[src/fpx_defs.svh]
// Purpose: Offsets, field positions, codes and reset values of the exception unit
// Assumes: Included by bare name
// Notes: Definitions only
`ifndef FPX_DEFS_SVH
`define FPX_DEFS_SVH
`define FPX_OFF_CTRL 5'h00
`define FPX_OFF_STAT 5'h04
`define FPX_OFF_TAG 5'h08
`define FPX_OFF_IMASK 5'h0c
`define FPX_OFF_CMD 5'h10
`define FPX_CTRL_RST 16'h037f
`define FPX_CTRL_WMASK 16'h1f3f
`define FPX_STAT_W1C 16'h007f
`define FPX_STAT_CMASK 16'h4700
`define FPX_IMASK_WMASK 7'h7f
`define FPX_CMD_INIT 0
`define CW_IM 0
`define CW_DM 1
`define CW_OM 3
`define CW_UM 4
`define CW_PC_LO 8
`define CW_RC_LO 10
`define CW_IC 12
`define SW_IE 0
`define SW_DE 1
`define SW_OE 3
`define SW_UE 4
`define SW_PE 5
`define SW_SF 6
`define SW_ES 7
`define SW_C1 9
`define TAG_VALID 2'h0
`define TAG_ZERO 2'h1
`define TAG_SPECIAL 2'h2
`define TAG_EMPTY 2'h3
`define RC_CHOP 2'h3
`define PC_EXT 2'h3
`define EXP_MAX 15'h7fff
`define NUM_REGS 8
`endif

[src/fpx_pkg.sv]
// Purpose: Types shared by the exception unit
// Assumes: Nothing
// Notes: Types only
package fpx_pkg;
	typedef enum logic [2:0]
	{
		OPK_ARITH,
		OPK_COMPARE,
		OPK_INT_STORE,
		OPK_BCD_STORE,
		OPK_TRANSC,
		OPK_EXTRACT,
		OPK_MOVE
	} op_kind_e;
	typedef logic [79:0] ext_t;
endpackage

[src/operand_class_if.sv]
// Purpose: Carries one register value and its classification
// Assumes: One classifier per instance
// Notes: None
`timescale 1ns/1ps
`default_nettype none
interface operand_class_if;
	fpx_pkg::ext_t value;
	logic [1:0] tag;
	logic snan;
	logic qnan;
	logic denorm;
	logic unsup;
	modport classify(input value, output tag, snan, qnan, denorm, unsup);
	modport user(output value, input tag, snan, qnan, denorm, unsup);
endinterface
`default_nettype wire

[src/operand_classifier.sv]
// Purpose: Classifies one extended-precision value from its bits
// Assumes: Sign 79, exponent 78:64, integer bit 63, fraction 62:0
// Notes: Combinational
`timescale 1ns/1ps
`default_nettype none
`include "fpx_defs.svh"
module operand_classifier
(
	operand_class_if.classify cls
);
	logic [14:0] ex;
	logic jbit;
	logic [62:0] frac;
	assign ex = cls.value[78:64];
	assign jbit = cls.value[63];
	assign frac = cls.value[62:0];
	always_comb
	begin
		cls.tag = `TAG_VALID;
		cls.snan = 1'b0;
		cls.qnan = 1'b0;
		cls.denorm = 1'b0;
		cls.unsup = 1'b0;
		if (ex == 15'h0000)
		begin
			if (!jbit && frac == 63'h0)
				cls.tag = `TAG_ZERO;
			else
			begin
				cls.tag = `TAG_SPECIAL;
				cls.denorm = 1'b1;
			end
		end
		else if (!jbit)
		begin
			// Unnormal, pseudo-zero, pseudo-NaN, pseudo-infinity
			cls.tag = `TAG_SPECIAL; // RULE5
			cls.unsup = 1'b1;
		end
		else if (ex == `EXP_MAX)
		begin
			cls.tag = `TAG_SPECIAL;
			if (frac != 63'h0)
			begin
				cls.qnan = frac[62]; // RULE6
				cls.snan = !frac[62];
			end
		end
	end
endmodule
`default_nettype wire

[src/fp_special_value_exception_unit.sv]
// Purpose: Special-value, tag and exception handling of the floating-point unit
// Assumes: Register port with read data one cycle after the read strobe
// Notes: Overview below
//
// Overview of operation
// RULE1 - Infinity-control bit is stored and read back but never affects behaviour.
// RULE2 - Tag load marks codes 00, 01, 10 non-empty and 11 empty only.
// RULE3 - Non-empty register operands are classified from contents, not loaded tags.
// RULE4 - Tag store computes each non-empty register's tag from its contents.
// RULE5 - Unsupported formats such as pseudo-zero and unnormal tag as special.
// RULE6 - Signaling and quiet NaNs are distinguished; produced NaNs are always quiet.
// RULE7 - Signaling NaN raises invalid; quiet NaN too for compare and integer/BCD stores.
// RULE8 - Pseudo or unnormal operands raise invalid; such values are never produced.
// RULE9 - Masked denormal exception normalizes denormal operands when possible.
// RULE10 - Denormal exception is also raised for transcendental and exponent-extract.
// RULE11 - Masked overflow rounding toward zero returns largest finite, not infinity.
// RULE12 - Unmasked overflow also sets the precision flag.
// RULE13 - Unmasked overflow to stack rounds by precision control or opcode precision.
// RULE14 - Masked underflow is flagged only when tiny and accuracy is lost.
// RULE15 - Unmasked underflow to stack adjusts exponent then rounds by PC or extended.
// RULE16 - Stack fault sets invalid bit 0 and bit 6; condition one shows direction.
// RULE17 - Condition bits 8, 9, 10, 14 clear on reset and initialize.
// RULE18 - Each raised exception stays in its sticky flag until software clears it.
`timescale 1ns/1ps
`default_nettype none
`include "fpx_defs.svh"
module fp_special_value_exception_unit
(
	input wire logic CLOCK,
	input wire logic RST,
	input wire logic [4:0] ADDR,
	input wire logic [31:0] WDATA,
	input wire logic WR,
	input wire logic RD,
	output logic [31:0] RDATA,
	output logic IRQ,
	input wire logic REG_WE,
	input wire logic [2:0] REG_IDX,
	input wire fpx_pkg::ext_t REG_VALUE,
	input wire logic OP_VALID,
	input wire fpx_pkg::op_kind_e OP_KIND,
	input wire logic [2:0] OP_REG,
	input wire logic RES_VALID,
	input wire logic RES_OVERFLOW,
	input wire logic RES_TINY,
	input wire logic RES_LOSS,
	input wire logic RES_INEXACT,
	input wire logic RES_STACK,
	input wire logic RES_PC_CTRL,
	input wire logic [1:0] RES_PREC,
	input wire logic STACK_FAULT,
	input wire logic STACK_OVER,
	output logic RESP_VALID,
	output logic RESP_INVALID,
	output logic RESP_NORMALIZE,
	output logic RESP_QUIET_NAN,
	output logic RESP_MAX_FINITE,
	output logic RESP_INFINITY,
	output logic RESP_ADJUST_EXP,
	output logic [1:0] RESP_ROUND_PREC
);
	// Register file and data registers
	logic [15:0] ctrl;
	logic [15:0] stat;
	logic [6:0] imask;
	logic [`NUM_REGS-1:0] empty;
	fpx_pkg::ext_t regs [`NUM_REGS];
	logic [15:0] next_ctrl;
	logic [15:0] next_stat;
	logic [6:0] next_imask;
	logic [`NUM_REGS-1:0] next_empty;
	fpx_pkg::ext_t next_regs [`NUM_REGS];
	logic [31:0] next_rdata;
	logic next_irq;

	// Response outputs
	logic next_resp_valid;
	logic next_resp_invalid;
	logic next_resp_normalize;
	logic next_resp_quiet_nan;
	logic next_resp_max_finite;
	logic next_resp_infinity;
	logic next_resp_adjust_exp;
	logic [1:0] next_resp_round_prec;

	// Per-register classification
	logic [1:0] tag_calc [`NUM_REGS];
	logic [`NUM_REGS-1:0] snan_all;
	logic [`NUM_REGS-1:0] qnan_all;
	logic [`NUM_REGS-1:0] den_all;
	logic [`NUM_REGS-1:0] unsup_all;
	logic [15:0] tag_word;

	genvar gi;
	generate
		for (gi = 0; gi < `NUM_REGS; gi++)
		begin : g_cls
			operand_class_if cif();
			assign cif.value = regs[gi];
			operand_classifier u_cls
			(
				.cls(cif)
			);
			assign tag_calc[gi] = cif.tag;
			assign snan_all[gi] = cif.snan;
			assign qnan_all[gi] = cif.qnan;
			assign den_all[gi] = cif.denorm;
			assign unsup_all[gi] = cif.unsup;
			assign tag_word[2*gi+1:2*gi] = empty[gi] ? `TAG_EMPTY : tag_calc[gi]; // RULE4
		end
	endgenerate

	// Control word fields
	logic [1:0] pc;
	logic [1:0] rc;
	assign pc = ctrl[`CW_PC_LO+1:`CW_PC_LO];
	assign rc = ctrl[`CW_RC_LO+1:`CW_RC_LO];

	// Selected operand, classified from its contents
	logic op_snan;
	logic op_qnan;
	logic op_den;
	logic op_unsup;
	logic op_arith;
	logic op_strict;
	logic op_inv;
	logic op_dexc;
	assign op_snan = snan_all[OP_REG]; // RULE3
	assign op_qnan = qnan_all[OP_REG];
	assign op_den = den_all[OP_REG];
	assign op_unsup = unsup_all[OP_REG];
	assign op_arith = OP_VALID && OP_KIND != fpx_pkg::OPK_MOVE;
	assign op_strict = OP_KIND == fpx_pkg::OPK_COMPARE || OP_KIND == fpx_pkg::OPK_INT_STORE
		|| OP_KIND == fpx_pkg::OPK_BCD_STORE;
	assign op_inv = op_arith && (op_snan || (op_qnan && op_strict) || op_unsup); // RULE7 RULE8
	assign op_dexc = op_arith && op_den; // RULE10

	// Bus decode
	logic wr_ctrl;
	logic wr_stat;
	logic wr_tag;
	logic wr_imask;
	logic do_init;
	assign wr_ctrl = WR && ADDR == `FPX_OFF_CTRL;
	assign wr_stat = WR && ADDR == `FPX_OFF_STAT;
	assign wr_tag = WR && ADDR == `FPX_OFF_TAG;
	assign wr_imask = WR && ADDR == `FPX_OFF_IMASK;
	assign do_init = WR && ADDR == `FPX_OFF_CMD && WDATA[`FPX_CMD_INIT];

	// Events from operands, results and stack faults
	logic [15:0] set_bits;
	always_comb
	begin
		set_bits = 16'h0000;
		next_resp_valid = OP_VALID || RES_VALID;
		next_resp_invalid = op_inv;
		next_resp_normalize = op_dexc && ctrl[`CW_DM]; // RULE9
		next_resp_quiet_nan = op_arith && (op_snan || op_qnan || (op_inv && ctrl[`CW_IM])); // RULE6
		next_resp_max_finite = 1'b0;
		next_resp_infinity = 1'b0;
		next_resp_adjust_exp = 1'b0;
		next_resp_round_prec = pc;
		if (op_inv)
		begin
			set_bits[`SW_IE] = 1'b1; // RULE18
		end
		if (op_dexc)
		begin
			set_bits[`SW_DE] = 1'b1; // RULE18
		end
		if (RES_VALID && RES_OVERFLOW)
		begin
			set_bits[`SW_OE] = 1'b1;
			set_bits[`SW_PE] = 1'b1;
			if (ctrl[`CW_OM])
			begin
				// Infinity control is ignored: always affine
				if (rc == `RC_CHOP)
					next_resp_max_finite = 1'b1; // RULE11
				else
					next_resp_infinity = 1'b1; // RULE1
			end
			else if (RES_STACK)
			begin
				next_resp_round_prec = RES_PC_CTRL ? pc : RES_PREC; // RULE13
			end
			if (!ctrl[`CW_OM])
			begin
				set_bits[`SW_PE] = 1'b1; // RULE12
			end
		end
		else if (RES_VALID && RES_TINY)
		begin
			if (ctrl[`CW_UM])
			begin
				if (RES_LOSS)
				begin
					set_bits[`SW_UE] = 1'b1; // RULE14
					set_bits[`SW_PE] = 1'b1;
				end
			end
			else
			begin
				set_bits[`SW_UE] = 1'b1;
				if (RES_STACK)
				begin
					next_resp_adjust_exp = 1'b1; // RULE15
					next_resp_round_prec = RES_PC_CTRL ? pc : `PC_EXT; // RULE15
				end
			end
		end
		if (RES_VALID && RES_INEXACT)
		begin
			set_bits[`SW_PE] = 1'b1;
		end
		if (STACK_FAULT)
		begin
			set_bits[`SW_IE] = 1'b1; // RULE16
			set_bits[`SW_SF] = 1'b1; // RULE16
		end
	end

	// Register file next state
	always_comb
	begin
		next_ctrl = ctrl;
		next_stat = stat;
		next_imask = imask;
		next_empty = empty;
		for (int i = 0; i < `NUM_REGS; i++)
		begin
			next_regs[i] = regs[i];
		end
		if (wr_ctrl)
		begin
			// Infinity-control bit kept writable
			next_ctrl = WDATA[15:0] & `FPX_CTRL_WMASK; // RULE1
		end
		if (wr_stat)
		begin
			next_stat = (stat & ~(WDATA[15:0] & `FPX_STAT_W1C) & ~`FPX_STAT_CMASK)
				| (WDATA[15:0] & `FPX_STAT_CMASK);
		end
		if (wr_imask)
		begin
			next_imask = WDATA[6:0] & `FPX_IMASK_WMASK;
		end
		if (wr_tag)
		begin
			for (int i = 0; i < `NUM_REGS; i++)
			begin
				next_empty[i] = WDATA[2*i+1 -: 2] == `TAG_EMPTY; // RULE2
			end
		end
		if (REG_WE)
		begin
			next_regs[REG_IDX] = REG_VALUE;
			next_empty[REG_IDX] = 1'b0;
		end
		if (do_init)
		begin
			next_ctrl = `FPX_CTRL_RST;
			next_stat = 16'h0000; // RULE17
			next_empty = '1;
		end
		// Hardware events win over a clear in the same cycle
		next_stat = next_stat | set_bits; // RULE18
		if (STACK_FAULT)
		begin
			next_stat[`SW_C1] = STACK_OVER; // RULE16
		end
	end

	// Read data and interrupt
	always_comb
	begin
		next_rdata = 32'h0000_0000;
		if (RD)
		begin
			unique case (ADDR)
				`FPX_OFF_CTRL: next_rdata = {16'h0000, ctrl};
				`FPX_OFF_STAT:
				begin
					next_rdata = {16'h0000, stat};
					next_rdata[`SW_ES] = |(stat[5:0] & ~ctrl[5:0]);
				end
				`FPX_OFF_TAG: next_rdata = {16'h0000, tag_word}; // RULE4
				`FPX_OFF_IMASK: next_rdata = {25'h0000000, imask};
				default: next_rdata = 32'h0000_0000;
			endcase
		end
		next_irq = |(next_stat[6:0] & next_imask);
	end

	always_ff @(posedge CLOCK)
	begin
		if (RST)
		begin
			ctrl <= `FPX_CTRL_RST;
			stat <= 16'h0000; // RULE17
			imask <= 7'h00;
			empty <= '1;
			for (int i = 0; i < `NUM_REGS; i++)
			begin
				regs[i] <= '0;
			end
			RDATA <= 32'h0000_0000;
			IRQ <= 1'b0;
		end
		else
		begin
			ctrl <= next_ctrl;
			stat <= next_stat;
			imask <= next_imask;
			empty <= next_empty;
			for (int i = 0; i < `NUM_REGS; i++)
			begin
				regs[i] <= next_regs[i];
			end
			RDATA <= next_rdata;
			IRQ <= next_irq;
		end
	end

	always_ff @(posedge CLOCK)
	begin
		if (RST)
		begin
			RESP_VALID <= 1'b0;
			RESP_INVALID <= 1'b0;
			RESP_NORMALIZE <= 1'b0;
			RESP_QUIET_NAN <= 1'b0;
			RESP_MAX_FINITE <= 1'b0;
			RESP_INFINITY <= 1'b0;
			RESP_ADJUST_EXP <= 1'b0;
			RESP_ROUND_PREC <= `PC_EXT;
		end
		else
		begin
			RESP_VALID <= next_resp_valid;
			RESP_INVALID <= next_resp_invalid;
			RESP_NORMALIZE <= next_resp_normalize;
			RESP_QUIET_NAN <= next_resp_quiet_nan;
			RESP_MAX_FINITE <= next_resp_max_finite;
			RESP_INFINITY <= next_resp_infinity;
			RESP_ADJUST_EXP <= next_resp_adjust_exp;
			RESP_ROUND_PREC <= next_resp_round_prec;
		end
	end
endmodule
`default_nettype wire

[config.mk]
export PLATFORM = sky130hd
export DESIGN_NAME = fp_special_value_exception_unit
export DESIGN_NICKNAME = d
export VERILOG_FILES = /design/src/fpx_pkg.sv /design/src/operand_class_if.sv /design/src/operand_classifier.sv /design/src/fp_special_value_exception_unit.sv
export VERILOG_INCLUDE_DIRS = /design/src /design/src/src
export SDC_FILE = /design/constraint.sdc
export NUM_CORES = 2
export LEC_CHECK = 0
export BUFFER_PORTS_ARGS = -buffer_cell sky130_fd_sc_hd__buf_4
export CAP_MARGIN = 20
export CORE_MARGIN = 1.5
export CORE_UTILIZATION = 54
export CTS_CLUSTER_DIAMETER = 100
export DETAILED_ROUTE_END_ITERATION = 16
export PLACE_DENSITY = 0.84
export SYNTH_ARGS = -nofsm -noshare
export SYNTH_HDL_FRONTEND = slang
export SYNTH_SLANG_ARGS = --single-unit
[constraint.sdc]
create_clock -name CLOCK -period 2 [get_ports CLOCK]
set_input_delay 0.2 -clock CLOCK [delete_from_list [all_inputs] [get_ports CLOCK]]
set_output_delay 0.2 -clock CLOCK [all_outputs]
set_load 0.05 [all_outputs]
==> run_results.csv <==
group,metric,value,unit
run_status,status,"finished with violations",
run_status,violations,"negative setup slack",
synthesis,synth_top_family_by_area,"simple AND/OR/NAND/NOR gates",
synthesis,synth_top_area_share,51.9,%
worst_setup_path,worstPathRequired,2.49,ns
worst_setup_path,crit_type,"reg -> reg",
global_route,grt_use_met3,5.40,%
route,dr.first_iter.drc_count,2935,
clock_tree,clk_latency,0.61,ns
floorplan,rows,81,
synthesis,synth_fa_ha_area_share,0,%
synthesis,netlist_area,26800,um2
global_route,grt_pass1_vias,24110,
final_layout,nets,3869,
floorplan,dieWidth,226,um
placed_design,dp_slack,-0.540,ns
sta,rsz0062_at_grt,"yes",
global_route,grt_pass1_wl,128000,um
sta,slew_viol_final,0,
job,maxCapViolCount,0,
placed_design,port_buffers,151,
floorplan,core,49000,um2
clock_tree,cts_buffers,68,
placed_design,dp.cells,4213,
synthesis,synth.area.top_cells,"dfxtp_1 52%, nand2_1 19%, a21oi_1 12%",
floorplan,ioPinCount,185,
sta,final.setup.worst_slack,-0.325,ns
power,vdd_drop_max,0.615,mV
final_layout,final_cell_mix,"1,330 x nand2_1, 657 x a21oi_1, 649 x dfxtp_1, 287 x buf_4, 107 x dlygate4sd3_1",
sta,fmax,430,MHz
route,drt_wl_total,82800,um
clock_tree,htree_levels,3,
global_route,grt_max_degree,157,
synthesis,ys.warnings.count,0,
synthesis,synth_seq_cells,696,
final_layout,fillers,3625,
clock_tree,clk_pin_slew,0.06,ns
final_layout,design_area,33500,um2
sta,fin_skew,0.0252,ns
worst_setup_path,end_kind,"flop",
worst_hold_path,hold_class,"in -> reg",
synthesis,synth_simple_gate_area_share,27.5,%
floorplan,die_area,51100,um2
placed_design,place_area,29100,um2
clock_tree,cts_root_buf,"clkbuf_16",
synthesis,netlist_instances,3538,
final_layout,final_common_cell,"nand2_1",
final_layout,num_antenna_cells,0,
global_route,grt_overflow,0,
sta,fin_crit,2.33,ns
synthesis,synth.yosys.seq_area_share,51.9,%
final_layout,drive_above_1_share,16.2,%
synthesis,synth_flop_cell,"dfxtp_1",
placed_design,gp_congestion,0.946,
route,viasPerCell,5.85,
synthesis,synthMuxAreaShare,0.625,%
synthesis,async_flop_share,0,%
floorplan,start_util,54.8,%
synthesis,synth_edf_count,0,
sta,fin_crit_sh,116,%
placed_design,dp.final_hpwl,49700,um
route,drt-pass1-iter-count,6,
global_route,grtUsageMet2,52.5,%
clock_tree,cts_buffer_depth,3,
route,ant_nets,0,
synthesis,yosys.area.top_type,"dfxtp_1",
synthesis,synth_compound_area_share,14.6,%
global_route,grtUsageTotal,31.5,%
final_layout,area_delta_synth_final,24.7,%
sta,report.final.hold_viol_count,0,
sta,tightestPinTransition,0.692,ns
floorplan,die_h,226,um
sta,setup_viol,15,
global_route,antenna_found_initial,0,
sta,slew_headroom,53.8,%
final_layout,stdcell_count,4444,
worst_setup_path,arrival,2.82,ns
sta,setup_tns,-2.90,ns
worst_setup_path,cp-start-kind,"flop",
synthesis,avgSynthCellArea,7.59,um2
synthesis,synth_xor_area_share,0,%
power,power_density,926,nW/um2
global_route,use_met1,39.4,%
clock_tree,cts_tree,"yes",
global_route,grt.busiest_layer,"met2",
synthesis,synthDistinctLibCells,62,
clock_tree,cts.sinks,696,
route,via_count,26015,
route,drc,0,
route,routedWlPerCell,18.6,um
worst_setup_path,crit_fanout,4,
power,power.leakage,11.8,nW
sequential cells by signal (all words and copies together), names as in the netlist, 2 cells and up:
register / cells
imask: 7
RDATA: 16
empty: 8
ctrl: 12
regs: 632
RESP_ROUND_PREC: 2
stat: 11
metal layers:
layer,up-vias,wire length [um]
met5,-,0
met2,1347,39400
met3,280,7550
met4,0,3890
met1,12192,31900
li1,12196,-
worst paths after layout:
check | from | end | slack, ns | depth (start not counted)
setup / recovery | regs[0][180]$_SDFFE_PP0P_ | RESP_QUIET_NAN$_SDFF_PP0_ | -0.33 | 9
hold reg to reg | regs[1][250]$_SDFFE_PP0P_ | regs[1][250]$_SDFFE_PP0P_ | 0.45 | 2
setup reg to reg | regs[0][180]$_SDFFE_PP0P_ | RESP_QUIET_NAN$_SDFF_PP0_ | -0.33 | 9
hold / removal | STACK_FAULT | stat[6]$_SDFF_PP0_ | 0.03 | 4
synthesized netlist by cell type, types with 14 or more instances:
| cell type | count |
|---|---|
| nor4_1 | 158 |
| nor2_1 | 49 |
| nor3_1 | 37 |
| nand2_1 | 1335 |
| nand4_1 | 63 |
| o21ai_0 | 22 |
| inv_1 | 17 |
| buf_4 | 18 |
| dfxtp_1 | 696 |
| nand2b_1 | 14 |
| a21oi_1 | 663 |
| clkbuf_1 | 211 |
| nand3_1 | 40 |
| clkbuf_2 | 79 |
cell type report:
| class | count | area, um2 | share of cell area, % |
|---|---|---|---|
| multi-input combinational | 2520 | 12500 | 37.4 |
| clock inverter | 31 | 417 | 1.24 |
| clock buffer | 93 | 1930 | 5.76 |
| inverter | 18 | 67.6 | 0.202 |
| sequential | 696 | 14000 | 41.8 |
| timing repair buffer | 422 | 3730 | 11.1 |
| tap | 664 | 831 | 2.48 |
worst max-delay path, cell delays in order (launching register included):
cell and delay, ns:
dfxtp_2 0.34, nor4_4 0.31, buf_4 0.16, nand4_1 0.22, nor3_2 0.23, buf_4 0.18, nand2_2 0.06, a311oi_2 0.26
o21ai_2 0.15, o31a_1 0.30
cells by family after synthesis:
group	Yosys count
compound gates	748
buf+inv	337
flops	696
mux	15
other cells	1
simple gates	1741
timing repair:
| action | CTS | global route |
|---|---|---|
| hold buffers | 107 | 0 |
| pin swaps | 51 | 59 |
| gates resized for setup | 101 | 106 |
| endpoints found under the hold margin | 661 | 0 |
| buffers inserted | 1 | 2 |
| endpoints found under the setup margin | 21 | 24 |
| cloned | 0 | 0 |
power breakdown:
group          switching, mW  internal, mW
registers              0.212          14.2
logic                   1.92          1.22
clock network           5.50          7.97
total                   7.63          23.4
through the flow:
step | hold slack (ns) | total power [mW] | utilization (%)
finish | 0.0340 | 31.0 | 68.4
detailed placement | 0.427 | 17.2 | 59.5
global placement | 0.418 | 17.2 | 59.5
CTS | 0.00408 | 30.8 | 67.4
global route | 0.0212 | 31.8 | 68.4
floorplan | 0.316 | 16.1 | -
Power figures use the tool's default switching activity.
